==> config.mk <==
export PLATFORM = sky130hd
export DESIGN_NAME = asa_top
export DESIGN_NICKNAME = d
export VERILOG_FILES = /design/src/common/asa_pkg.sv /design/src/rtl/asa_live_sr.sv /design/src/rtl/asa_sticky.sv /design/src/rtl/asa_top.sv
export SDC_FILE = /design/constraint.sdc
export NUM_CORES = 1
export LEC_CHECK = 0
export BUFFER_PORTS_ARGS = -buffer_cell sky130_fd_sc_hd__buf_2
export CAP_MARGIN = 15
export CORE_MARGIN = 2
export CORE_UTILIZATION = 50
export DETAILED_ROUTE_END_ITERATION = 8
export GPL_TIMING_DRIVEN = 1
export PLACE_DENSITY = 0.8
export SYNTH_ARGS = -nofsm -noshare
export SYNTH_HDL_FRONTEND = slang
export SYNTH_SLANG_ARGS = --single-unit
==> constraint.sdc <==
create_clock -name hclk -period 3.2 [get_ports hclk]
set_input_delay 0.16 -clock hclk [delete_from_list [all_inputs] [get_ports hclk]]
set_output_delay 0.16 -clock hclk [all_outputs]
set_load 0.03 [all_outputs]
==> src/common/asa_pkg.sv <==
// Shared constants for the alarm status aggregator
package asa_pkg;
   // ------------------------------------------------------------
   // Sizes
   // ------------------------------------------------------------
   localparam int NUM_REF      = 4;
   localparam int NUM_DPLL     = 2;
   localparam int NUM_GPIO     = 4;
   localparam int ALM_PER_REF  = 3;
   localparam int ALM_PER_DPLL = 2;
   localparam int ST_W         = 3;
   localparam int ADDR_W       = 8;

   // ------------------------------------------------------------
   // Alarm positions inside a block
   // ------------------------------------------------------------
   localparam int ALM_FREQ = 0;
   localparam int ALM_LOS  = 1;
   localparam int ALM_ACT  = 2;
   localparam int ALM_HOLD = 0;
   localparam int ALM_LOCK = 1;

   // ------------------------------------------------------------
   // Digital PLL state codes
   // ------------------------------------------------------------
   localparam logic [2:0] DST_FREERUN  = 3'h0;
   localparam logic [2:0] DST_ACQUIRE  = 3'h1;
   localparam logic [2:0] DST_LOCKED   = 3'h3;
   localparam logic [2:0] DST_HOLDOVER = 3'h4;

   // ------------------------------------------------------------
   // Register byte offsets
   // ------------------------------------------------------------
   localparam logic [7:0] OFF_CTRL     = 8'h00;
   localparam logic [7:0] OFF_LIVE     = 8'h04;
   localparam logic [7:0] OFF_STK      = 8'h08;
   localparam logic [7:0] OFF_STK_CLR  = 8'h0C;
   localparam logic [7:0] OFF_BLK      = 8'h10;
   localparam logic [7:0] OFF_BLK_CLR  = 8'h14;
   localparam logic [7:0] OFF_DSTATE   = 8'h18;
   localparam logic [7:0] OFF_ALERT_EN = 8'h1C;
   localparam logic [7:0] OFF_GPIO_CFG = 8'h20;

   // ------------------------------------------------------------
   // Fields and reset values
   // ------------------------------------------------------------
   localparam int CTRL_GLB_EN  = 0;
   localparam int GCFG_W       = 8;
   localparam int GCFG_MODE_LSB = 0;
   localparam int GCFG_SEL_LSB = 4;
   localparam logic [2:0] GM_OFF   = 3'h0;
   localparam logic [2:0] GM_LOS   = 3'h1;
   localparam logic [2:0] GM_LOL   = 3'h2;
   localparam logic [2:0] GM_HOLD  = 3'h3;
   localparam logic [2:0] GM_ALERT = 3'h4;
   localparam logic       GLB_EN_RST   = 1'b0;
   localparam logic [31:0] ALERT_EN_RST = 32'h0000_0000;
   localparam logic [31:0] GCFG_RST     = 32'h0000_0000;
endpackage : asa_pkg

==> src/rtl/asa_live_sr.sv <==
// Set/negate holder for reference monitor live alarms
`timescale 1ns/1ps
`default_nettype none
module asa_live_sr #(
   parameter int W = 12
) (
   // Clock and reset
   input  wire logic         hclk,
   input  wire logic         hresetn,
   // Monitor reports
   input  wire logic [W-1:0] assert_ev,
   input  wire logic [W-1:0] negate_ev,
   // Live state
   output logic      [W-1:0] live
);
   typedef struct packed {
      logic [W-1:0] live;
   } asa_sr_st_t;

   asa_sr_st_t st_ff;
   asa_sr_st_t nxt_st;

   // Assert wins over negate; between reports the level holds
   always_comb
   begin
      nxt_st      = st_ff;
      nxt_st.live = assert_ev | (st_ff.live & ~negate_ev);
   end

   always_ff @(posedge hclk or negedge hresetn)
   begin
      if (!hresetn)
         st_ff <= '0;
      else
         st_ff <= nxt_st;
   end

   assign live = st_ff.live;
endmodule : asa_live_sr
`default_nettype wire

==> src/rtl/asa_sticky.sv <==
// Change-detecting sticky bits with write-one-to-clear
`timescale 1ns/1ps
`default_nettype none
module asa_sticky #(
   parameter int W = 16
) (
   // Clock and reset
   input  wire logic         hclk,
   input  wire logic         hresetn,
   // Live alarms and clear strobes
   input  wire logic [W-1:0] live,
   input  wire logic [W-1:0] clr,
   // Sticky state
   output logic      [W-1:0] sticky
);
   typedef struct packed {
      logic [W-1:0] prev;
      logic [W-1:0] sticky;
   } asa_stk_st_t;

   asa_stk_st_t st_ff;
   asa_stk_st_t nxt_st;

   // Either edge of live sets the bit; a change in a clear cycle survives
   always_comb
   begin
      nxt_st        = st_ff;
      nxt_st.prev   = live;
      nxt_st.sticky = (st_ff.sticky & ~clr) | (live ^ st_ff.prev);
   end

   always_ff @(posedge hclk or negedge hresetn)
   begin
      if (!hresetn)
         st_ff <= '0;
      else
         st_ff <= nxt_st;
   end

   assign sticky = st_ff.sticky;
endmodule : asa_sticky
`default_nettype wire

==> src/rtl/asa_top.sv <==
// Alarm status aggregator: live/sticky alarms, GPIO alarm pins, AHB-Lite registers
//
// Added by the designer: the AHB-Lite interface to the registers and the address map.
`timescale 1ns/1ps
`default_nettype none
module asa_top #(
   parameter int NR = asa_pkg::NUM_REF,
   parameter int ND = asa_pkg::NUM_DPLL,
   parameter int NG = asa_pkg::NUM_GPIO
) (
   // Clock and reset
   input  wire logic               hclk,
   input  wire logic               hresetn,
   // AHB-Lite slave
   input  wire logic               hsel,
   input  wire logic [31:0]        haddr,
   input  wire logic [1:0]         htrans,
   input  wire logic               hwrite,
   input  wire logic [2:0]         hsize,
   input  wire logic [31:0]        hwdata,
   input  wire logic               hready,
   output logic                    hreadyout,
   output logic      [31:0]        hrdata,
   output logic                    hresp,
   // Reference monitor reports
   input  wire logic [NR-1:0]      freq_reject,
   input  wire logic [NR-1:0]      freq_accept,
   input  wire logic [NR-1:0]      period_over,
   input  wire logic [NR-1:0]      period_under,
   input  wire logic [NR-1:0]      activity_above,
   input  wire logic [NR-1:0]      activity_below,
   // Digital PLL states and analog PLL lock
   input  wire logic [ND*3-1:0]    dpll_state,
   input  wire logic               apll_locked,
   // Alarm GPIO pins
   output logic      [NG-1:0]      gpio_out,
   output logic      [NG-1:0]      gpio_oe
);
   localparam int NA = asa_pkg::ALM_PER_REF * NR + asa_pkg::ALM_PER_DPLL * ND;
   localparam int NB = NR + ND;
   localparam int DB = asa_pkg::ALM_PER_REF * NR;

   // ------------------------------------------------------------
   // State
   // ------------------------------------------------------------
   typedef struct packed {
      logic [7:0]       wr_addr;
      logic             wr_pend;
      logic [31:0]      rdata;
      logic             rdy;
      logic             resp;
      logic             glb_en;
      logic [NA-1:0]    alert_en;
      logic [NG*8-1:0]  gcfg;
      logic [NB-1:0]    blk;
      logic [NG-1:0]    gout;
      logic [NG-1:0]    goe;
   } asa_st_t;

   asa_st_t st_ff;
   asa_st_t nxt_st;

   // ------------------------------------------------------------
   // Helpers
   // ------------------------------------------------------------
   function automatic logic [31:0] widen(input logic [NA-1:0] v);
      logic [31:0] r;
      r = '0;
      r[NA-1:0] = v;
      return r;
   endfunction : widen

   function automatic logic dpll_in(input logic [ND*3-1:0] s, input int d,
                                    input logic [2:0] code);
      return s[d*3 +: 3] == code;
   endfunction : dpll_in

   // ------------------------------------------------------------
   // Live alarms
   // ------------------------------------------------------------
   logic [DB-1:0] ref_set;
   logic [DB-1:0] ref_neg;
   logic [DB-1:0] ref_live;
   logic [NA-1:0] live;
   logic [NA-1:0] sticky;
   logic [NA-1:0] stk_clr;
   logic [NB-1:0] blk_clr;
   logic [NB-1:0] blk_any;

   always_comb
   begin
      for (int r = 0; r < NR; r++)
      begin
         ref_set[3*r + asa_pkg::ALM_FREQ] = freq_reject[r];
         ref_neg[3*r + asa_pkg::ALM_FREQ] = freq_accept[r];
         ref_set[3*r + asa_pkg::ALM_LOS]  = period_over[r];
         ref_neg[3*r + asa_pkg::ALM_LOS]  = period_under[r];
         ref_set[3*r + asa_pkg::ALM_ACT]  = activity_above[r];
         ref_neg[3*r + asa_pkg::ALM_ACT]  = activity_below[r];
      end
   end

   asa_live_sr #(
      .W (DB)
   ) u_live (
      .hclk      (hclk),
      .hresetn   (hresetn),
      .assert_ev (ref_set),
      .negate_ev (ref_neg),
      .live      (ref_live)
   );

   // PLL live bits are decoded straight from the state, no latching
   always_comb
   begin
      live[DB-1:0] = ref_live;
      for (int d = 0; d < ND; d++)
      begin
         live[DB + 2*d + asa_pkg::ALM_HOLD] =
            dpll_in(dpll_state, d, asa_pkg::DST_HOLDOVER);
         live[DB + 2*d + asa_pkg::ALM_LOCK] =
            dpll_in(dpll_state, d, asa_pkg::DST_LOCKED) & apll_locked;
      end
   end

   // ------------------------------------------------------------
   // Sticky bits
   // ------------------------------------------------------------
   // Clears act in the write data phase, when hwdata is valid
   always_comb
   begin
      stk_clr = '0;
      blk_clr = '0;
      if (st_ff.wr_pend && st_ff.wr_addr == asa_pkg::OFF_STK_CLR)
         stk_clr = hwdata[NA-1:0];
      if (st_ff.wr_pend && st_ff.wr_addr == asa_pkg::OFF_BLK_CLR)
         blk_clr = hwdata[NB-1:0];
   end

   asa_sticky #(
      .W (NA)
   ) u_sticky (
      .hclk    (hclk),
      .hresetn (hresetn),
      .live    (live),
      .clr     (stk_clr),
      .sticky  (sticky)
   );

   // Any alarm sticky still set keeps re-raising its block sticky
   always_comb
   begin
      for (int r = 0; r < NR; r++)
         blk_any[r] = |sticky[3*r +: 3];
      for (int d = 0; d < ND; d++)
         blk_any[NR + d] = |sticky[DB + 2*d +: 2];
   end

   // ------------------------------------------------------------
   // Register read mux
   // ------------------------------------------------------------
   function automatic logic [31:0] reg_read(input logic [7:0] a,
                                            input asa_st_t s,
                                            input logic [NA-1:0] lv,
                                            input logic [NA-1:0] sk);
      logic [31:0] r;
      r = '0;
      case (a)
         asa_pkg::OFF_CTRL:     r[asa_pkg::CTRL_GLB_EN] = s.glb_en;
         asa_pkg::OFF_LIVE:     r = widen(lv);
         asa_pkg::OFF_STK:      r = widen(sk);
         asa_pkg::OFF_BLK:      r[NB-1:0] = s.blk;
         asa_pkg::OFF_DSTATE:   r[ND*3-1:0] = dpll_state;
         asa_pkg::OFF_ALERT_EN: r = widen(s.alert_en);
         asa_pkg::OFF_GPIO_CFG: r[NG*8-1:0] = s.gcfg;
         default:               r = '0;
      endcase
      return r;
   endfunction : reg_read

   // ------------------------------------------------------------
   // Alarm output selection
   // ------------------------------------------------------------
   logic          alert;
   logic [NG-1:0] pin_val;
   logic [NG-1:0] pin_en;

   // Block stickies only count for blocks with an enabled alarm
   always_comb
   begin
      alert = |(sticky & st_ff.alert_en);
      for (int r = 0; r < NR; r++)
         if (|st_ff.alert_en[3*r +: 3] && st_ff.blk[r])
            alert = 1'b1;
      for (int d = 0; d < ND; d++)
         if (|st_ff.alert_en[DB + 2*d +: 2] && st_ff.blk[NR + d])
            alert = 1'b1;
   end

   always_comb
   begin
      logic [2:0] mode;
      logic [2:0] sel;
      mode = '0;
      sel  = '0;
      for (int g = 0; g < NG; g++)
      begin
         mode = st_ff.gcfg[g*8 + asa_pkg::GCFG_MODE_LSB +: 3];
         sel  = st_ff.gcfg[g*8 + asa_pkg::GCFG_SEL_LSB +: 3];
         pin_en[g]  = 1'b1;
         pin_val[g] = 1'b0;
         case (mode)
            asa_pkg::GM_LOS:
               if (int'(sel) < NR)
                  pin_val[g] = live[3*sel + asa_pkg::ALM_LOS];
            asa_pkg::GM_LOL:
               if (int'(sel) < ND)
                  pin_val[g] = sticky[DB + 2*sel + asa_pkg::ALM_LOCK]
                               | st_ff.blk[NR + int'(sel)];
            asa_pkg::GM_HOLD:
               if (int'(sel) < ND)
                  pin_val[g] = sticky[DB + 2*sel + asa_pkg::ALM_HOLD]
                               | st_ff.blk[NR + int'(sel)];
            asa_pkg::GM_ALERT:
               pin_val[g] = alert;
            default:
               pin_en[g] = 1'b0;
         endcase
         if (!st_ff.glb_en)
            pin_val[g] = 1'b0;
      end
   end

   // ------------------------------------------------------------
   // Bus slave and register update
   // ------------------------------------------------------------
   logic       acc;
   logic [7:0] acc_addr;

   assign acc      = hsel && hready && htrans[1];
   assign acc_addr = haddr[asa_pkg::ADDR_W-1:0];

   always_comb
   begin
      nxt_st      = st_ff;
      nxt_st.rdy  = 1'b1;
      nxt_st.resp = 1'b0;
      nxt_st.blk  = (st_ff.blk & ~blk_clr) | blk_any;
      nxt_st.gout = pin_val;
      nxt_st.goe  = pin_en;
      if (st_ff.wr_pend)
      begin
         case (st_ff.wr_addr)
            asa_pkg::OFF_CTRL:
               nxt_st.glb_en = hwdata[asa_pkg::CTRL_GLB_EN];
            asa_pkg::OFF_ALERT_EN:
               nxt_st.alert_en = hwdata[NA-1:0];
            asa_pkg::OFF_GPIO_CFG:
               nxt_st.gcfg = hwdata[NG*8-1:0];
            default:
               nxt_st.glb_en = st_ff.glb_en;
         endcase
      end
      nxt_st.wr_pend = acc && hwrite;
      if (acc)
         nxt_st.wr_addr = acc_addr;
      // Read data is sampled at the address edge: the instantaneous value
      if (acc && !hwrite)
         nxt_st.rdata = reg_read(acc_addr, st_ff, live, sticky);
   end

   always_ff @(posedge hclk or negedge hresetn)
   begin
      if (!hresetn)
      begin
         st_ff          <= '0;
         st_ff.glb_en   <= asa_pkg::GLB_EN_RST;
         st_ff.alert_en <= asa_pkg::ALERT_EN_RST[NA-1:0];
         st_ff.gcfg     <= asa_pkg::GCFG_RST[NG*8-1:0];
      end
      else
         st_ff <= nxt_st;
   end

   assign hreadyout = st_ff.rdy;
   assign hrdata    = st_ff.rdata;
   assign hresp     = st_ff.resp;
   assign gpio_out  = st_ff.gout;
   assign gpio_oe   = st_ff.goe;
endmodule : asa_top
`default_nettype wire

==> flow_summary.ini <==
[timing]
fmax_mhz = 382
fin_crit_sh = 0.818
slew_viol_final = 0
hold_viol_final = 0
setup_tns_ps = 0
skew_ps = 10.2
setup_viol = 0
worst_pin_slew_ps = 856
setup_ws_ps = 582
period_minus_slack_ps = 2620
rsz0062_at_grt = no
hold_slack_ps = 21.8
relSlewSlack = 0.425

[placement]
port_buffers = 117
dpl.hpwl_um = 15100
place_ws_ps = 570
place_area_um2 = 8640
finalWeightedCongestion = 0.975
place_inst = 975

[synth]
syn_nets = 819
synth.most_common_cell = dfrtp_1
synth-main-ff-cell = dfrtp_1
ys_ff_latch = 149
synth_area_leaders = dfrtp_1 46%, mux4_2 8.6%, mux2_2 6.0%
syn_inst = 702
synth-edff-count = 0
ys_top_cells_by_count = 149 x dfrtp_1, 104 x nand2_1, 43 x buf_4, 43 x mux2_2, 31 x mux4_2
ys_seq_area_frac = 0.459
async_flop_share = 1.00
yosysTopAreaCell = dfrtp_1
syn_avg_cell_area_um2 = 11.6
yosys_warnings = 0
yosys.cell_types.count = 59
synth_area_um2 = 8130
yosys.area.top_type_share = 0.459

[worst_hold_path]
hold_path_depth = 2
min_to = st_ff[101]
min_from = haddr[3]
min_path_type = primary input to register

[worst_setup_path]
crit_arrival_ps = 2920
critical_path_class = register to register
r2r_start = st_ff[19]
r2r-end = gpio_out[0]
required_ps = 3500
start_kind = register
reg2regPathDepth = 7
crit_fanout = 6
setup.worst_path.end_class = register
rrSetupSlack_ps = 580

[global_routing]
grt_pass1_vias = 6262
grt_pass1_wl_um = 35500
grt_util_all_layers = 0.267
overflow = 0
antenna_found_initial = 0
grt_max_degree = 91

[job]
drv_cap = 0

[floorplan]
coreArea_um2 = 15900
pin_count = 147
die_x_um = 132
die_y_um = 132
dieArea_um2 = 17300
row_count = 46
start_util = 0.512

[finish]
area_growth_pct = 19.3
drive_above_1_share = 0.293
final_area_um2 = 9700
fin_cells = 1055
nets = 946
fin_util = 0.611
antenna_cells = 0

[clock_tree]
cts.sinks = 149
post-cts-setup-buffers = 0
cts_tree = done
cts_buffers = 17
clk_pin_slew_worst_paths_ps = 60
insertion_delay_ps = 430
cts-root-buf = clkbuf_16
h-tree-depth = 4
clockBufferDepth = 2

[drt]
drc_errors = 0
drt_pass1_iterations = 6
drt_wl_total_um = 22500
drt-initial-drc-count = 673
drtAntennaViolNets = 0
routed_via_density = 6.04
vias = 6372
wl_per_cell_um = 21.3

[pwr]
leakage_nw = 4.36
vdd_drop_max_v = 0.000375
power.total_mw = 4.70
powerDensity_nw_per_um2 = 484

[run_status]
outcome = finished, final reports clean
## worst max-delay path by stage
stage | from | to | slack (ps) | cells after the start
after detailed placement | st_ff[19] | gpio_out[0] | 570 | 7
after global routing | st_ff[19] | gpio_out[0] | 370 | 7
final | st_ff[19] | gpio_out[0] | 580 | 7
after CTS | st_ff[19] | gpio_out[0] | 560 | 7
after global placement | st_ff[27] | gpio_out[1] | 640 | 7
after floorplan | st_ff[27] | gpio_out[1] | 560 | 9
## state kept, by name (all words and copies together) (netlist names)
signal / flops
gpio_oe: 4
gpio_out: 4
hrdata: 32
hreadyout: 1
st_ff: 64
u_live.live: 12
u_sticky.st_ff: 16
u_sticky.sticky: 16
## report_power, final
group          switching (mW)  internal [mW]
registers               0.151           1.99
logic                   0.316          0.326
clock network           0.763           1.15
total                    1.23           3.47
## cell type report
type	instances	area (um^2)
Sequential cell	149	3730
Fill cell	1239	6180
Clock inverter	8	105
Inverter	27	115
Timing Repair Buffer	183	1210
Multi-Input combinational cell	451	3820
Clock buffer	21	450
Tap cell	216	270
## per-layer routing
metal  global-route usage  wire length [um]
met5                    0                 0
met4               0.0954               691
met3               0.0802              2510
met2                0.400             10100
met1                0.371              9170
## kinds of logic after synthesis
kind of cell | count (synthesis) | share of synthesized area
and+or+nand+nor | 188 | 0.117
DFF | 149 | 0.459
muxes | 116 | 0.200
AOI/OAI and AO/OA | 113 | 0.108
buffers and inverters | 102 | 0.0717
xor gates and xnor gates | 20 | 0.0215
adders and majority gates | 12 | 0.0222
other | 2 | 0.000924
## critical path, stage by stage (launching register included)
cell and delay, ps:
dfrtp_1 510, inv_1 170, ha_1 480, mux4_2 550, mux2_2 270, o2111ai_1 180, a21oi_1 60, a311o_1 270
## repair_timing
| item | CTS | global route |
|---|---|---|
| gates resized for setup | 0 | 0 |
| endpoints found under the hold margin | 129 | 0 |
| setup endpoints to repair | 0 | 0 |
| hold buffers | 51 | 0 |
## cells in the final DEF (no fill, tap or decap), drive strengths merged, types with 16 or more instances in the layout
cell type    count
inv             25
nand3           18
mux2            62
mux2i           23
buf            132
xnor2           20
dlygate4sd3     51
nor2            19
a22o            16
mux4            31
dfrtp          149
a222oi          17
clkbuf          21
nand2          104
(Power assumes the default switching activity.)
